==> config.mk <==
export PLATFORM = sky130hd
export DESIGN_NAME = pmr_top
export DESIGN_NICKNAME = d
export VERILOG_FILES = /design/src/pmr_pkg.sv /design/src/pmr_evt_if.sv /design/src/pmr_pin_sync.sv /design/src/pmr_evt_qual.sv /design/src/pmr_top.sv
export SDC_FILE = /design/constraint.sdc
export NUM_CORES = 1
export LEC_CHECK = 0
export BUFFER_PORTS_ARGS = -buffer_cell sky130_fd_sc_hd__buf_2
export CAP_MARGIN = 30
export CORE_MARGIN = 2
export CORE_UTILIZATION = 56
export DETAILED_ROUTE_END_ITERATION = 8
export GPL_ROUTABILITY_DRIVEN = 0
export PLACE_DENSITY = 0.83
export SLEW_MARGIN = 0
export SYNTH_ARGS = -nofsm -noshare
export SYNTH_HDL_FRONTEND = slang
export SYNTH_SLANG_ARGS = --single-unit
==> constraint.sdc <==
create_clock -name clock -period 5.5 [get_ports clock]
set_input_delay 0.55 -clock clock [delete_from_list [all_inputs] [get_ports clock]]
set_output_delay 0.55 -clock clock [all_outputs]
set_load 0.01 [all_outputs]
==> src/pmr_pkg.sv <==
// Shared constants and types for the PSE mask and restart control block.
// Assumes a single 125 MHz clock domain inside the device.
package pmr_pkg;

    // Port counts: eight ports, seen as two halves of four
    localparam int NPORT = 8;
    localparam int HALF  = 4;
    // Width of a detection or classification result code
    localparam int RES_W = 4;

    // Command codes on the serial register bus
    localparam logic [7:0] CMD_CFG = 8'h17;
    localparam logic [7:0] CMD_RST = 8'h18;

    // General configuration register reset value and bit positions
    localparam logic [7:0] CFG_RESET = 8'h80;
    localparam int B_GATE = 7;
    localparam int B_WIDE = 5;
    localparam int B_MPRI = 4;
    localparam int B_CCHG = 3;
    localparam int B_DCHG = 2;
    // Class restart bits sit above the detect restart bits
    localparam int CLS_LSB = 4;

    // Bit counter width and full-byte count
    localparam logic [3:0] BYTE_BITS = 4'h8;

    // Serial slave states
    typedef enum logic [3:0] {
        ST_IDLE  = 4'b0000,
        ST_ADDR  = 4'b0001,
        ST_ACKA  = 4'b0010,
        ST_CMD   = 4'b0011,
        ST_ACKC  = 4'b0100,
        ST_WDATA = 4'b0101,
        ST_ACKW  = 4'b0110,
        ST_RDATA = 4'b0111,
        ST_ACKR  = 4'b1000
    } pmr_state_t;

    // Per-port result array
    typedef logic [NPORT-1:0][RES_W-1:0] pmr_res_t;

endpackage

==> src/pmr_evt_if.sv <==
// Event qualification carrier between the control block and a qualifier.
// Assumes both ends run on the same clock.
`timescale 1ns/1ps
`default_nettype none
interface pmr_evt_if;
    import pmr_pkg::*;
    logic [NPORT-1:0] done;        // Cycle completed, per port
    pmr_res_t         result;      // Latest result, per port
    logic             change_only; // Flag only on a changed result
    logic [NPORT-1:0] set;         // Event flag set pulse, per port

    // Control side drives cycles, reads flag sets
    modport ctl (output done, output result, output change_only,
                 input set);
    // Qualifier side
    modport qual (input done, input result, input change_only,
                  output set);
endinterface
`default_nettype wire

==> src/pmr_pin_sync.sv <==
// Two-flop synchroniser for pin inputs.
// Assumes inputs are asynchronous to clock.
`timescale 1ns/1ps
`default_nettype none
module pmr_pin_sync
    import pmr_pkg::*;
#(
    parameter int W = 2
)(
    input  wire logic         clock,
    input  wire logic         rst,
    input  wire logic [W-1:0] pin,
    output var  logic [W-1:0] pin_sync
);
    // First stage, read only by the second
    logic [W-1:0] meta_reg;
    // Second stage
    logic [W-1:0] sync_reg;

    // Two register stages, idle-high reset for bus pins
    always_ff @(posedge clock)
    begin
        if (rst)
        begin
            meta_reg <= '1;
            sync_reg <= '1;
        end
        else
        begin
            meta_reg <= pin;
            sync_reg <= meta_reg;
        end
    end

    assign pin_sync = sync_reg;
endmodule
`default_nettype wire

==> src/pmr_evt_qual.sv <==
// Per-port event qualifier: every cycle or change-only flagging.
// Assumes done pulses last one clock.
`timescale 1ns/1ps
`default_nettype none
module pmr_evt_qual
    import pmr_pkg::*;
(
    input  wire logic clock,
    input  wire logic rst,
    pmr_evt_if.qual   ev
);
    // Previous result per port
    logic [RES_W-1:0] prev_reg [NPORT];
    // Flag set pulses
    logic [NPORT-1:0] set_reg;
    logic [NPORT-1:0] set_next;

    // Qualify each completion against the stored result
    // change-only or every cycle
    always_comb
    begin
        for (int i = 0; i < NPORT; i++)
            set_next[i] = ev.done[i] &&
                (!ev.change_only || ev.result[i] != prev_reg[i]);
    end

    // Store results and issue pulses
    always_ff @(posedge clock)
    begin
        if (rst)
        begin
            set_reg <= '0;
            for (int i = 0; i < NPORT; i++)
                prev_reg[i] <= '0;
        end
        else
        begin
            set_reg <= set_next;
            for (int i = 0; i < NPORT; i++)
                if (ev.done[i])
                    prev_reg[i] <= ev.result[i];
        end
    end

    assign ev.set = set_reg;

    property p_every;
        @(posedge clock) disable iff (rst)
        (!ev.change_only && ev.done[0]) |=> ev.set[0];
    endproperty
    a_every: assert property (p_every)
        else $error("completion not flagged");

    property p_same;
        @(posedge clock) disable iff (rst)
        (ev.change_only && ev.done[1] && ev.result[1] == prev_reg[1])
            |=> !ev.set[1];
    endproperty
    a_same: assert property (p_same)
        else $error("unchanged result flagged");
endmodule
`default_nettype wire

==> src/pmr_top.sv <==
// Mask and restart control: serial register slave, configuration
// register, restart strobes and event qualification.
// Assumes the sequencer, fault timers and event registers are outside.
//
// Overview of operation
// - Gate bit clear keeps interrupt pin inactive
// - Gate set: unmasked interrupt bit drives pin
// - Gate bit never touches event registers
// - Wide mode: one address, 16-bit access
// - Narrow mode: two addresses, 8-bit access
// - Multilevel set selects 3-bit priority
// - Multilevel clear selects 1-bit priority
// - Class change-only flags only changed class
// - Otherwise flag every classification
// - Detect change-only flags only changed detect
// - Otherwise flag every detection
// - Restart write: ones trigger, zeros ignored
// - Manual mode launches one cycle
// - Semiauto mode sets enable bit
// - Restart register reads zero
// - Cool-down defers restart until it ends
// - Bits 7-4 class, 3-0 detect
// - Configuration at command 17h, read/write
`timescale 1ns/1ps
`default_nettype none
module pmr_top
    import pmr_pkg::*;
#(
    // Base slave address; value is arbitrary
    parameter logic [6:0] SLV_BASE = 7'h20
)(
    input  wire logic             clock,
    input  wire logic             rst,
    input  wire logic             scl,
    input  wire logic             sda_in,
    output var  logic             sda_out,
    output var  logic             sda_oe_n,
    input  wire logic [7:0]       irq_status,
    input  wire logic [7:0]       irq_mask,
    output var  logic             int_n,
    output var  logic [7:0]       cfg_value,
    output var  logic             wide_access_select,
    output var  logic             multilevel_priority_select,
    input  wire logic [NPORT-1:0] port_semiauto,
    input  wire logic [NPORT-1:0] port_cooldown,
    output var  logic [NPORT-1:0] det_cycle_start,
    output var  logic [NPORT-1:0] cls_cycle_start,
    output var  logic [NPORT-1:0] det_enable_set,
    output var  logic [NPORT-1:0] cls_enable_set,
    input  wire logic [NPORT-1:0] det_done,
    input  wire pmr_res_t         det_result,
    input  wire logic [NPORT-1:0] cls_done,
    input  wire pmr_res_t         cls_result,
    output var  logic [NPORT-1:0] detect_event_flag,
    output var  logic [NPORT-1:0] class_event_flag
);
    // Synchronised bus pins
    logic [1:0]       pins_sync;
    logic             scl_s;
    logic             sda_s;
    // Previous synchronised levels for edge finding
    logic             scl_prev_reg;
    logic             sda_prev_reg;
    // Bus edges and conditions
    logic             scl_rise;
    logic             scl_fall;
    logic             bus_start;
    logic             bus_stop;
    // Slave state machine
    pmr_state_t       st_reg;
    pmr_state_t       st_next;
    logic [3:0]       bit_cnt_reg;
    logic [7:0]       shift_reg;
    logic [7:0]       tx_reg;
    logic [7:0]       cmd_reg;
    logic             rw_reg;
    logic             half_reg;
    logic             byte_idx_reg;
    logic             drive_low_reg;
    // Decoded address
    logic [6:0]       addr_rx;
    logic             addr_hit;
    logic             addr_upper;
    // Register storage
    logic [7:0]       cfg_reg;
    logic             int_n_reg;
    // Write strobes
    logic             wr_byte;
    logic             wr_cfg;
    logic             wr_rst;
    logic             upper_half;
    logic [7:0]       rd_byte;
    // Restart requests and deferral
    logic [NPORT-1:0] det_req;
    logic [NPORT-1:0] cls_req;
    logic [NPORT-1:0] det_pend_reg;
    logic [NPORT-1:0] cls_pend_reg;
    logic [NPORT-1:0] det_fire;
    logic [NPORT-1:0] cls_fire;
    logic [NPORT-1:0] det_start_reg;
    logic [NPORT-1:0] cls_start_reg;
    logic [NPORT-1:0] det_ens_reg;
    logic [NPORT-1:0] cls_ens_reg;

    // Spread a four-port nibble onto the addressed half
    function automatic logic [NPORT-1:0] spread(
        input logic [HALF-1:0] nib,
        input logic            up
    );
        spread = up ? {nib, {HALF{1'b0}}} : {{HALF{1'b0}}, nib};
    endfunction

    // Pin synchroniser for clock and data lines
    pmr_pin_sync #(.W(2)) u_sync (
        .clock    (clock),
        .rst      (rst),
        .pin      ({scl, sda_in}),
        .pin_sync (pins_sync)
    );
    assign scl_s = pins_sync[1];
    assign sda_s = pins_sync[0];

    // Edge history
    always_ff @(posedge clock)
    begin
        if (rst)
        begin
            scl_prev_reg <= 1'b1;
            sda_prev_reg <= 1'b1;
        end
        else
        begin
            scl_prev_reg <= scl_s;
            sda_prev_reg <= sda_s;
        end
    end

    // Edge and condition decode
    assign scl_rise  = scl_s && !scl_prev_reg;
    assign scl_fall  = !scl_s && scl_prev_reg;
    assign bus_start = scl_s && scl_prev_reg && sda_prev_reg && !sda_s;
    assign bus_stop  = scl_s && scl_prev_reg && !sda_prev_reg && sda_s;

    // Address decode
    // upper address answers only in narrow mode
    assign addr_rx    = shift_reg[7:1];
    assign addr_upper = !cfg_reg[B_WIDE] &&
                        addr_rx == SLV_BASE + 7'h01;
    assign addr_hit   = addr_rx == SLV_BASE || addr_upper;

    // Write decode at each received data byte
    assign wr_byte    = st_reg == ST_WDATA && scl_fall &&
                        bit_cnt_reg == BYTE_BITS;
    // second byte of a wide access reaches ports 5-8
    assign upper_half = cfg_reg[B_WIDE] ? byte_idx_reg : half_reg;
    assign wr_cfg = wr_byte && cmd_reg == CMD_CFG &&
                    !(cfg_reg[B_WIDE] && byte_idx_reg);
    assign wr_rst = wr_byte && cmd_reg == CMD_RST;

    // Read data: restart and unmapped commands read zero
    // restart register returns zero
    assign rd_byte = cmd_reg == CMD_CFG ? cfg_reg : 8'h00;

    // upper nibble class, lower nibble detect
    assign det_req = wr_rst ?
        spread(shift_reg[HALF-1:0], upper_half) : '0;
    assign cls_req = wr_rst ?
        spread(shift_reg[CLS_LSB +: HALF], upper_half) : '0;

    // Slave next state
    always_comb
    begin
        st_next = st_reg;
        unique case (st_reg)
            ST_IDLE:  st_next = ST_IDLE;
            ST_ADDR:
                if (scl_fall && bit_cnt_reg == BYTE_BITS)
                    st_next = addr_hit ? ST_ACKA : ST_IDLE;
            ST_ACKA:
                if (scl_fall)
                    st_next = rw_reg ? ST_RDATA : ST_CMD;
            ST_CMD:
                if (scl_fall && bit_cnt_reg == BYTE_BITS)
                    st_next = ST_ACKC;
            ST_ACKC:
                if (scl_fall)
                    st_next = ST_WDATA;
            ST_WDATA:
                if (scl_fall && bit_cnt_reg == BYTE_BITS)
                    st_next = ST_ACKW;
            ST_ACKW:
                if (scl_fall)
                    st_next = ST_WDATA;
            ST_RDATA:
                if (scl_fall && bit_cnt_reg == BYTE_BITS)
                    st_next = ST_ACKR;
            ST_ACKR:
                if (scl_fall)
                    st_next = rw_reg ? ST_RDATA : ST_IDLE;
            default:  st_next = ST_IDLE;
        endcase
        if (bus_stop)
            st_next = ST_IDLE;
        if (bus_start)
            st_next = ST_ADDR;
    end

    // Slave state and bit counter
    always_ff @(posedge clock)
    begin
        if (rst)
            st_reg <= ST_IDLE;
        else
            st_reg <= st_next;
    end

    always_ff @(posedge clock)
    begin
        if (rst || bus_start || (scl_fall && bit_cnt_reg == BYTE_BITS))
            bit_cnt_reg <= '0;
        else if (scl_rise && bit_cnt_reg != BYTE_BITS &&
                 st_reg inside {ST_ADDR, ST_CMD, ST_WDATA, ST_RDATA})
            bit_cnt_reg <= bit_cnt_reg + 4'h1;
    end

    // Receive shifter, sampled on the clock line rising
    always_ff @(posedge clock)
    begin
        if (rst)
            shift_reg <= '0;
        else if (scl_rise && bit_cnt_reg != BYTE_BITS)
            shift_reg <= {shift_reg[6:0], sda_s};
    end

    // Address, command and byte position capture
    always_ff @(posedge clock)
    begin
        if (rst)
        begin
            rw_reg       <= 1'b0;
            half_reg     <= 1'b0;
            cmd_reg      <= '0;
            byte_idx_reg <= 1'b0;
        end
        else if (st_reg == ST_ADDR && st_next == ST_ACKA)
        begin
            rw_reg       <= shift_reg[0];
            half_reg     <= addr_upper;
            byte_idx_reg <= 1'b0;
        end
        else if (st_reg == ST_CMD && st_next == ST_ACKC)
            cmd_reg <= shift_reg;
        else if (st_reg == ST_ACKR && scl_rise)
            // Master refusal in the ack slot ends the read
            rw_reg <= !sda_s;
        else if (st_reg == ST_ACKR && scl_fall)
            byte_idx_reg <= !byte_idx_reg;
        else if (st_reg == ST_ACKW && scl_fall)
            byte_idx_reg <= !byte_idx_reg;
    end

    // Transmit shifter and open-drain drive
    always_ff @(posedge clock)
    begin
        if (rst)
        begin
            tx_reg        <= '0;
            drive_low_reg <= 1'b0;
        end
        else if (bus_start || bus_stop)
            drive_low_reg <= 1'b0;
        else if (scl_fall)
        begin
            unique case (st_next)
                // Acknowledge each received byte by pulling low
                ST_ACKA, ST_ACKC, ST_ACKW:
                    drive_low_reg <= 1'b1;
                ST_RDATA:
                begin
                    if (st_reg == ST_RDATA)
                    begin
                        tx_reg        <= {tx_reg[6:0], 1'b0};
                        drive_low_reg <= !tx_reg[6];
                    end
                    else
                    begin
                        tx_reg        <= rd_byte;
                        drive_low_reg <= !rd_byte[7];
                    end
                end
                default:
                    drive_low_reg <= 1'b0;
            endcase
        end
    end

    // Open drain: only ever pulls low
    assign sda_out  = 1'b0;
    assign sda_oe_n = !drive_low_reg;

    // Configuration register
    // reserved bits are plain storage
    always_ff @(posedge clock)
    begin
        if (rst)
            cfg_reg <= CFG_RESET;
        else if (wr_cfg)
            cfg_reg <= shift_reg;
    end

    // Interrupt pin from outside event logic, never written back
    // gate only the pin
    always_ff @(posedge clock)
    begin
        if (rst)
            int_n_reg <= 1'b1;
        else
            int_n_reg <= !(cfg_reg[B_GATE] &&
                           |(irq_status & irq_mask));
    end
    assign int_n = int_n_reg;

    // Configuration outputs toward the rest of the device
    // priority scheme select
    assign multilevel_priority_select = cfg_reg[B_MPRI];
    assign wide_access_select         = cfg_reg[B_WIDE];
    assign cfg_value                  = cfg_reg;

    // requests wait while the port cools down
    assign det_fire = (det_req | det_pend_reg) & ~port_cooldown;
    assign cls_fire = (cls_req | cls_pend_reg) & ~port_cooldown;

    // Deferred restarts and single-cycle outputs
    // manual start or semiauto enable
    always_ff @(posedge clock)
    begin
        if (rst)
        begin
            det_pend_reg  <= '0;
            cls_pend_reg  <= '0;
            det_start_reg <= '0;
            cls_start_reg <= '0;
            det_ens_reg   <= '0;
            cls_ens_reg   <= '0;
        end
        else
        begin
            det_pend_reg  <= (det_req | det_pend_reg) & port_cooldown;
            cls_pend_reg  <= (cls_req | cls_pend_reg) & port_cooldown;
            det_start_reg <= det_fire & ~port_semiauto;
            cls_start_reg <= cls_fire & ~port_semiauto;
            det_ens_reg   <= det_fire & port_semiauto;
            cls_ens_reg   <= cls_fire & port_semiauto;
        end
    end
    assign det_cycle_start = det_start_reg;
    assign cls_cycle_start = cls_start_reg;
    assign det_enable_set  = det_ens_reg;
    assign cls_enable_set  = cls_ens_reg;

    // Event qualifiers for detection and classification
    pmr_evt_if det_ev ();
    pmr_evt_if cls_ev ();
    assign det_ev.done        = det_done;
    assign det_ev.result      = det_result;
    assign det_ev.change_only = cfg_reg[B_DCHG];
    assign cls_ev.done        = cls_done;
    assign cls_ev.result      = cls_result;
    assign cls_ev.change_only = cfg_reg[B_CCHG];
    assign detect_event_flag  = det_ev.set;
    assign class_event_flag   = cls_ev.set;

    pmr_evt_qual u_det_q (
        .clock (clock),
        .rst   (rst),
        .ev    (det_ev)
    );
    pmr_evt_qual u_cls_q (
        .clock (clock),
        .rst   (rst),
        .ev    (cls_ev)
    );

    property p_gate_off;
        @(posedge clock) disable iff (rst)
        !cfg_reg[B_GATE] |=> int_n;
    endproperty
    a_gate_off: assert property (p_gate_off)
        else $error("interrupt pin active while gated");

    property p_gate_on;
        @(posedge clock) disable iff (rst)
        (cfg_reg[B_GATE] && |(irq_status & irq_mask)) |=> !int_n;
    endproperty
    a_gate_on: assert property (p_gate_on)
        else $error("unmasked interrupt not signalled");

    property p_wide_one;
        @(posedge clock) disable iff (rst)
        (st_reg == ST_ACKA && cfg_reg[B_WIDE]) |-> !half_reg;
    endproperty
    a_wide_one: assert property (p_wide_one)
        else $error("upper address answered in wide mode");

    property p_rd_zero;
        @(posedge clock) disable iff (rst)
        (scl_fall && st_reg == ST_ACKA && rw_reg &&
         cmd_reg == CMD_RST) |=> (tx_reg == 8'h00);
    endproperty
    a_rd_zero: assert property (p_rd_zero)
        else $error("restart register read not zero");

    property p_manual;
        @(posedge clock) disable iff (rst)
        (det_req[0] && !port_cooldown[0] && !port_semiauto[0])
            |=> det_cycle_start[0] ##1 !det_cycle_start[0];
    endproperty
    a_manual: assert property (p_manual)
        else $error("manual restart not a single strobe");

    property p_semi;
        @(posedge clock) disable iff (rst)
        (cls_req[1] && !port_cooldown[1] && port_semiauto[1])
            |=> cls_enable_set[1] && !cls_cycle_start[1];
    endproperty
    a_semi: assert property (p_semi)
        else $error("semiauto restart did not set enable");

    property p_hold;
        @(posedge clock) disable iff (rst)
        port_cooldown[2] |=> !det_cycle_start[2] && !det_enable_set[2];
    endproperty
    a_hold: assert property (p_hold)
        else $error("restart acted during cool-down");

    property p_release;
        @(posedge clock) disable iff (rst)
        (det_pend_reg[2] && !port_cooldown[2])
            |=> (det_cycle_start[2] || det_enable_set[2]);
    endproperty
    a_release: assert property (p_release)
        else $error("deferred restart lost");

    property p_cfg_rst;
        @(posedge clock) rst |=> cfg_reg == CFG_RESET;
    endproperty
    a_cfg_rst: assert property (p_cfg_rst)
        else $error("configuration reset value wrong");

    c_cfg_wr:  cover property (@(posedge clock) wr_cfg);
    c_rst_wr:  cover property (@(posedge clock) wr_rst);
    c_defer:   cover property (@(posedge clock)
                   det_pend_reg[0] ##1 !det_pend_reg[0]);
    c_rd_byte: cover property (@(posedge clock)
                   st_reg == ST_RDATA && scl_fall);
endmodule
`default_nettype wire

== Yosys cells after proc, flatten, opt, wreduce, memory -nomap -nowiden ==
Memories as Yosys holds them, arrays and structs flattened.
Index checks and enable logic that the tools add are counted.

* Bits in registers: 114
* Bits in writable memories: 64
* Bits of input ports: 116
* Logic and storage cells: 271
* Memories kept: 2

{| class="wikitable"
|+ Memory list
! name !! words !! width !! rd ports !! clocked after memory_dff !! wr ports !! RTL line !! RTL
|-
| u_cls_q.prev_reg || 8 || 4 || 8 || 0 || 8 || pmr_evt_qual.sv:13 || <nowiki>logic [RES_W-1:0] prev_reg [NPORT];</nowiki>
|-
| u_det_q.prev_reg || 8 || 4 || 8 || 0 || 8 || pmr_evt_qual.sv:13 ||
|}

* Add/sub/neg operators: 1
* Eq/ne operators: 35
* Mux-type cells: 93
* Bitwise operators: 33
* Reductions and logical operators: 84

{| class="wikitable"
|+ Operators with widths
! cell !! count
|-
| $mux W4 || 25
|-
| $and A8 B8 Y8 || 9
|-
| $ne A4 B4 Y1 || 16
|-
| $mux W1 || 57
|-
| $mux W8 || 5
|-
| $logic_and A1 B1 Y1 || 39
|-
| $eq A4 B3 Y1 const B || 7
|-
| $pmux W4 S7 || 1
|-
| $logic_or A1 B1 Y1 || 20
|-
| $eq A8 B5 Y1 const B || 2
|-
| $not A8 Y8 || 2
|-
| $or A1 B1 Y1 || 16
|-
| $or A8 B8 Y8 || 2
|-
| $eq A7 B6 Y1 const B || 2
|-
| $logic_not A1 Y1 || 13
|-
| $eq A4 B2 Y1 const B || 3
|-
| $eq A4 B4 Y1 const B || 2
|-
| $reduce_or A8 Y1 || 1
|-
| $mux W7 || 1
|-
| $mux W3 || 2
|-
| $reduce_and A3 Y1 || 2
|-
| $reduce_or A2 Y1 || 3
|-
| $add A4 B1 Y4 const B || 1
|-
| $eq A4 B1 Y1 const B || 1
|-
| 9 further kinds || 14
|}

== Depth between registers and ports, before layout ==
Gate-level depths: netlist (run 1).

* Depth after elaboration: 12
* Mapped depth: 11

== By module ==
From an unflattened synthesis (run 1), not the netlist that was laid out.

* Cells, all modules: 713
* Area, all modules: 7517.2 um^2

{| class="wikitable"
|+ Modules (own cells, without submodules)
! module !! times used !! cells an instance !! area an instance (um^2) !! seq. area each (um^2)
|-
| pmr_evt_qual || 2 || 153 || 1861.8 || 1121.1
|-
| pmr_top || 1 || 399 || 3688.5 || 1881.8
|-
| pmr_pin_sync || 1 || 8 || 105.1 || 80.1
|}

== Least setup slack after synthesis (run 1) ==
Ideal clock, no wire load.

* Path type: register to register
* Start: register bit_cnt_reg[0]
* End: register cfg_reg[7] (netlist: cfg_value[7])
* Library setup time: 0.120 ns
* Arrival: 1.917 ns
* Setup slack: 3.463 ns
* Stages on the path, launching flop included: 11
* Path buffers: 2
* Period minus slack after synthesis: 2.037 ns
* Path through: dfxtp_1 inv_1 ha_1 and3b_1 buf_2 nand2_1 nor4_1 and3_1 buf_2 nor2b_1 a211o_1

* Cells in the longest elaborated chain, start to end: 4

{| class="wikitable"
|+ RTL lines
! what !! RTL line !! RTL
|-
| start, declared || pmr_top.sv:72 || <nowiki>logic [3:0] bit_cnt_reg;</nowiki>
|-
| start signal, assigned || pmr_top.sv:223 || <nowiki>bit_cnt_reg <= bit_cnt_reg + 4'h1;</nowiki>
|-
| $eq A4 B4 Y1 || pmr_top.sv:153 || <nowiki>bit_cnt_reg == BYTE_BITS;</nowiki>
|-
| $logic_and A1 B1 Y1 || pmr_top.sv:152 || <nowiki>assign wr_byte = st_reg == ST_WDATA && scl_fall &&</nowiki>
|-
| $logic_and A1 B1 Y1 (2 in series) || pmr_top.sv:156 || <nowiki>assign wr_cfg = wr_byte && cmd_reg == CMD_CFG &&</nowiki>
|-
| end signal, assigned || pmr_top.sv:308 || <nowiki>cfg_reg <= shift_reg;</nowiki>
|-
| end, declared || pmr_top.sv:85 || <nowiki>logic [7:0] cfg_reg;</nowiki>
|}

Every way passes these cells.
A chain may end at the register's enable or synchronous reset.

== Worst setup path after layout (run 1) ==
* Start: register bit_cnt_reg[1]
* End: register tx_reg[2]

* Cells in the longest elaborated chain, start to end: 8
* Elaborated cells between the ends (all ways): 11

{| class="wikitable"
|+ RTL lines
! what !! RTL line !! RTL
|-
| $eq A4 B4 Y1 * || - ||
|-
| $logic_and A1 B1 Y1 * || - ||
|-
| $mux W4 (on tied branches) || - ||
|-
| $pmux W4 S7 * || pmr_top.sv:174 || <nowiki>unique case (st_reg)</nowiki>
|-
| $mux W4 * || pmr_top.sv:202 || <nowiki>if (bus_stop)</nowiki>
|-
| $mux W4 * || pmr_top.sv:204 || <nowiki>if (bus_start)</nowiki>
|-
| $eq A4 B3 Y1 * || pmr_top.sv:274 || <nowiki>unique case (st_next)</nowiki>
|-
| $reduce_and A3 Y1 (no line) * || - ||
|-
| end signal, assigned || pmr_top.sv:282 || <nowiki>tx_reg <= {tx_reg[6:0], 1'b0};</nowiki>
|-
| end signal, assigned || pmr_top.sv:287 || <nowiki>tx_reg <= rd_byte;</nowiki>
|-
| end, declared || pmr_top.sv:74 || <nowiki>logic [7:0] tx_reg;</nowiki>
|}

Every way passes the cells marked *; elsewhere a longest branch is shown, timed or not.

==> impl_results.md, run 1 <==
* Seq/Total Area, Yosys at 0.5658
* Clock Pin Slew Worst Setup and Hold Paths at 0.07 ns
* # DRC at 0
* Crit path largest cell delay at 0.56 ns
* Max VDD drop at 0.0002076 V
* Clock Latency Late Sink at 0.43 ns
* Worst Path Max Fanout at 14
* Total Routing Usage GR at 0.2174
* First-pass GRT wire length at 24380 um
* Port bufs at 175
* Ys Warns at 0
* Num Clock Sinks at 178
* First-pass DRT Iterations at 6
* Max-slew violation count at 0
* Post-DP HPWL at 10630 um
* Power Dens Cells at 312.6 mW/mm^2
* Critical path capture point type: flip-flop
* Reg2Reg Depth at 9
* R2R setup slack at 3.10 ns
* Hold depth at 2
* Site Rows at 42
* Number of DRC markers in iteration 0 at 281
* Cts hold-fix bufs at 0
* Synth top area share at 0.3072
* Min Clock Period, post-route at 2.403 ns
* Count of different cell masters after synthesis at 54
* Synthesized instance count at 690
* Util after Layout at 0.6866
* LEAKAGE at 3.777 nW
* Finish-stage setup viols at 0
* Crit-path cells: inv_1 > ha_1 > and3b_1 > nand2_1 > a2111oi_4 > a21oi_2 > nor4_4 > nor2_1 > a211oi_1
* Layout cells sized above 1 at 0.2811
* Top_reg_cell synth: dfxtp_1
* R2R Path Start: bit_cnt_reg[1]
* CP endpoint: tx_reg[2]
* Syn-to-layout area delta at 20.92%
* # H-tree levels at 4
* Period utilization at 0.4370
* Hold Violations, Final at 0
* TritonCTS buffer count at 17
* Slowest library cell on the worst path: nor4_4
* Initial antenna violation count at 0
* Fmax at 0.4161 GHz
* Crit path from: bit_cnt_reg[1]
* Synth area leaders: dfxtp_1, edfxtp_1, xor2_1, nor2_1, and2_1
* Post-synth top area cell: dfxtp_1
* TritonCTS clock tree: yes
* WL final at 14920 um
* Tightest Pin Transition at 0.7847 ns
* Synth Register Bits at 178
* Status: finished, final reports clean
* Hold Crit Start: port_semiauto[0]
* Vias in the first global route at 5143
* Post CTS Setup Buffer Count at 0
* Post-synth ARST share at 0
* Largest net degree at the start of global routing at 72
* Number of flops mapped to enable cells by yosys at 64
* Post_cts resized at 0
* Post-synth top cells: dfxtp_1, nor2_1, edfxtp_1
* Critical path class: reg -> reg
* Worst EP required at 5.84 ns
* Worst Clk Skew at 0.008721 ns
* Count leader, synth: dfxtp_1
* Die area at 0.01421 mm^2
* Setup TNS at 0 ns
* Core Area at 0.01309 mm^2
* Die width at 119.2 um
* Max Cap Viol at 0
* DR vias/cell at 5.118
* Via count at 5348
* RSZ-0062 raised after global routing: no
* Clock Tree Root: clkbuf_16
* Longest Clk Path Bufs at 2
* HP Class: in -> reg
* Fin nets at 973
* Wirelength per Cell at 14.27 um
* Total global routing overflow at 0
* Initial Util at 0.5678
* I/O pins at 177
* R2R Path End: tx_reg[2]
* Arr. time, crit path at 2.74 ns
* Antenna-violating nets left at 0
* Syn Area/Cell at 10.77 um^2
* Mapped Nets at 808
* Die Span Y at 119.2 um
* Worst rel slew slack at 0.4761
* Startpoint Class: flip-flop
* Post-Syn Area at 0.007430 mm^2
==> layout make-up <==
| cell class | instances | area [um^2] |
|---|---|---|
| Fill cell | 993 | 4101 |
| Timing Repair Buffer | 176 | 885.9 |
| Clock buffer | 18 | 450.4 |
| Inverter | 24 | 90.09 |
| Tap cell | 176 | 220.2 |
| Antenna cell | 1 | 2.502 |
| Sequential cell | 178 | 4204 |
| Clock inverter | 14 | 140.1 |
| Multi-Input combinational cell | 458 | 2990 |
==> cells by family (layout without fill, tap and decap cells) <==
logic type	count (synthesis)	count (layout)	synth area share
adders and majority gates	2	2	0.003368
AOI/OAI and AO/OA	73	73	0.06939
muxes	27	27	0.03654
xor gates and xnor gates	70	70	0.08252
and+or+nand+nor	285	285	0.2102
other	1	2	0.0005047
buffers and inverters	54	232	0.03166
DFF	178	178	0.5658
==> metal layers <==
metal | GRT usage | share of wire
met1 | 0.2768 | 0.45
met2 | 0.3481 | 0.46
met5 | 0 | 0
met4 | 0.08482 | 0.021
met3 | 0.06657 | 0.061
==> where the power goes <==
part / leakage [nW] / total (mW) / internal, mW / switching (mW)
Sequential: 1.61 / 1.44 / 1.42 / 0.0220
Combinational: 1.88 / 0.192 / 0.0944 / 0.0978
Clock: 0.290 / 1.18 / 0.630 / 0.548
==> per-stage QoR <==
stage | power (mW) | instances | area [um^2] | worst slack (ns) | hold slack (ns)
3_3_place_gp | 1.651 | 1012 | 8391 | 3.193 | 0.4001
4_1_cts | 2.830 | 1044 | 8981 | 3.106 | 0.2934
5_1_grt | 2.916 | 1044 | 8981 | 2.794 | 0.2881
2_1_floorplan | 1.576 | 690 | 7430 | 3.463 | 0.3895
6_report | 2.808 | 1045 | 8984 | 3.097 | 0.3112
3_5_place_dp | 1.659 | 1012 | 8391 | 3.118 | 0.3991
==> worst max-delay path, delay by kind of cell (launching register included) <==
kind	cells	cell delay, ns
DFF	1	0.35
AOI/OAI and AO/OA	3	0.69
buffers and inverters	1	0.07
adders and majority gates	1	0.12
and+or+nand+nor	4	1.09
==> placed cells by master, fill, tap and decap left out, drive strengths merged, types with 4 or more instances in the layout <==
master / n
buf: 176
dfxtp: 114
nor2: 85
edfxtp: 64
xor2: 50
and2: 48
nor2b: 32
inv: 32
mux2i: 26
a21oi: 26
or2: 23
nand2: 22
nor3: 20
xnor2: 20
nor4: 19
clkbuf: 18
a31oi: 15
nand2b: 12
a22oi: 10
a211oi: 6
clkinv: 5
a311oi: 4
==> worst min path at each step <==
stage	endpoint
global route	cls_cycle_start[1]
CTS	cls_cycle_start[7]
finish	cls_cycle_start[0]
detailed placement	u_sync.pin_sync[0]
global placement	u_sync.pin_sync[1]
floorplan	u_sync.pin_sync[0]
(Power assumes the default switching activity.)
==> inputs of run 2 (changes only) <==
--- a/config.mk
+++ b/config.mk
@@ -8,10 +8,10 @@
 export BUFFER_PORTS_ARGS = -buffer_cell sky130_fd_sc_hd__buf_2
 export CAP_MARGIN = 30
 export CORE_MARGIN = 2
-export CORE_UTILIZATION = 56
+export CORE_UTILIZATION = 48
 export DETAILED_ROUTE_END_ITERATION = 8
 export GPL_ROUTABILITY_DRIVEN = 0
-export PLACE_DENSITY = 0.83
+export PLACE_DENSITY = 0.76
 export SLEW_MARGIN = 0
 export SYNTH_ARGS = -nofsm -noshare
 export SYNTH_HDL_FRONTEND = slang
==> constraint.sdc (replaced) <==
create_clock -name clock -period 2 [get_ports clock]
set_input_delay 0.2 -clock clock [delete_from_list [all_inputs] [get_ports clock]]
set_output_delay 0.2 -clock clock [all_outputs]
set_load 0.01 [all_outputs]
==> impl_results.md, run 2 (synthesis gave the netlist of run 1 again) <==
* Status: finished with violations
* Violated checks: setup timing
* Max VDD drop at 0.0006017 V
* RSZ-0062 raised after global routing: yes
* Sw power at 1.770 mW
* Clock Tree Root: clkbuf_16
* Longest Clk Path Bufs at 2
* Site Rows at 45
* WL final at 16340 um
* Max-slew violation count at 0
* Clock Pin Slew Worst Setup and Hold Paths at 0.07 ns
* Comb pwr share at 0.074
* Vias in the first global route at 5544
* Min Clock Period, post-route at 2.015 ns
* Initial Util at 0.4905
* Die width at 128.4 um
* TritonCTS buffer count at 17
* Die area at 0.01649 mm^2
* Met2 WL post-DR at 8327 um
* Total Routing Usage GR at 0.1987
* Hold Violations, Final at 0
* Period utilization at 1.007
* Internal power at 6.054 mW
* Commonest non-fill, non-tap cell in the layout: buf_2
* Largest net degree at the start of global routing at 68
* Worst Path Max Fanout at 14
* # DRC at 0
* # H-tree levels at 4
* Post-DP HPWL at 11210 um
* Clock Latency Late Sink at 0.43 ns
* Critical path class: reg -> reg
* DR vias/cell at 5.043
* Final Total Pwr at 7.824 mW
* Total global routing overflow at 0
* LEAKAGE at 4.091 nW
* Die Span Y at 128.4 um
* Tightest Pin Transition at 0.6419 ns
* Via count at 5628
* Routed wl met3 at 711 um
* Layout cells sized above 1 at 0.3244
* DRT met1 WL at 7039 um
* Finish-stage setup viols at 5
* Arr. time, crit path at 2.36 ns
* Antenna-violating nets left at 0
* First-pass DRT Iterations at 5
* Core Area at 0.01515 mm^2
* Max Cap Viol at 0
* Worst Clk Skew at 0.009541 ns
* Number of fill cells at 1191
* Power Dens Cells at 811.9 mW/mm^2
* Fmax at 0.4964 GHz
* First-pass GRT wire length at 26040 um
* Worst Slack Setup Final at -0.01470 ns
* Critical path capture point type: flip-flop
* Hold_ws at 0.07798 ns
* Number of DRC markers in iteration 0 at 250
* Syn-to-layout area delta at 29.71%
* Commonest cells after routing, fill and taps aside: buf_2, dfxtp_1, nor2_1
* Clock power share at 0.421
* HP Class: in -> reg
* Fin nets at 1033
* Wirelength per Cell at 14.64 um
* I/O pins at 177
* Sequential fraction of design power at 0.505
* Worst EP required at 2.34 ns
* Initial antenna violation count at 0
* Worst rel slew slack at 0.5720
* Startpoint Class: flip-flop
* Antenna diode count at 0
* Port bufs at 175
* DR top layer: met4
* Sw Share at 0.2263
* TritonCTS clock tree: yes
* Num Clock Sinks at 178
[run 2: power groups by stage]
stage / logic [mW] / clock network (mW) / registers [mW]
after floorplan: 0.301 / 0 / 4.03
after global placement: 0.525 / 0 / 4.03
after detailed placement: 0.537 / 0 / 4.03
after CTS: 0.576 / 3.34 / 3.95
after global routing: 0.645 / 3.48 / 3.96
final: 0.577 / 3.29 / 3.95
[run 2: worst paths after layout]
path / depth (start not counted) / slack (ns) / end / from
setup / recovery: 10 / -0.01 / tx_reg[4] / bit_cnt_reg[0]
hold / removal: 2 / 0.08 / u_cls_q.prev_reg[0][3] / cls_result[3]
setup reg to reg: 10 / -0.01 / tx_reg[4] / bit_cnt_reg[0]
hold reg to reg: 1 / 0.41 / u_sync.pin_sync[0] / u_sync.meta_reg[0]
[run 2: area by class of cell]
type	instances	area, um^2	area share
multi-input cells	458	3090	0.3207
clock buffers	18	429.2	0.04453
well taps	188	235.2	0.02441
flip-flops and latches	178	4207	0.4365
inverters	24	90.09	0.009348
clock inverters	14	148.9	0.01545
repair buffers	236	1436	0.1491
[run 2: repair_timing]
action / in CTS / in global routing
gates resized for setup: 3 / 19
setup buffers: 2 / 5
setup endpoints to repair: 28 / 43
pin swaps: 0 / 9
endpoints found under the hold margin: 22 / 0
hold buffers: 22 / 0
[run 2: critical path, cell delays in order, from the launching register on]
cell and delay, ns:
dfxtp_2 0.32, inv_1 0.04, ha_1 0.18, and3b_2 0.24, buf_4 0.15, a21oi_2 0.16
a21oi_1 0.09, nor4_4 0.32, buf_12 0.18, nor2_1 0.06, a211oi_2 0.19
[run 2: metal layers]
layer  up-vias  GRT usage
met5         -          0
met4         0    0.06981
met3        19    0.03742
met2       141     0.3486
met1      2666     0.2460
li1       2802          -
[run 2: through the flow]
stage	std cells	util	area [um^2]	TNS [ns]	setup slack [ns]
2_1_floorplan	690	-	7437	0	0.002056
3_3_place_gp	1055	0.5733	8683	0	0.002659
3_5_place_dp	1055	0.5733	8683	-0.7737	-0.09383
4_1_cts	1111	0.6275	9504	-0.02261	-0.01571
5_1_grt	1116	0.6363	9637	-1.321	-0.1552
6_report	1116	0.6363	9637	-0.04377	-0.01470
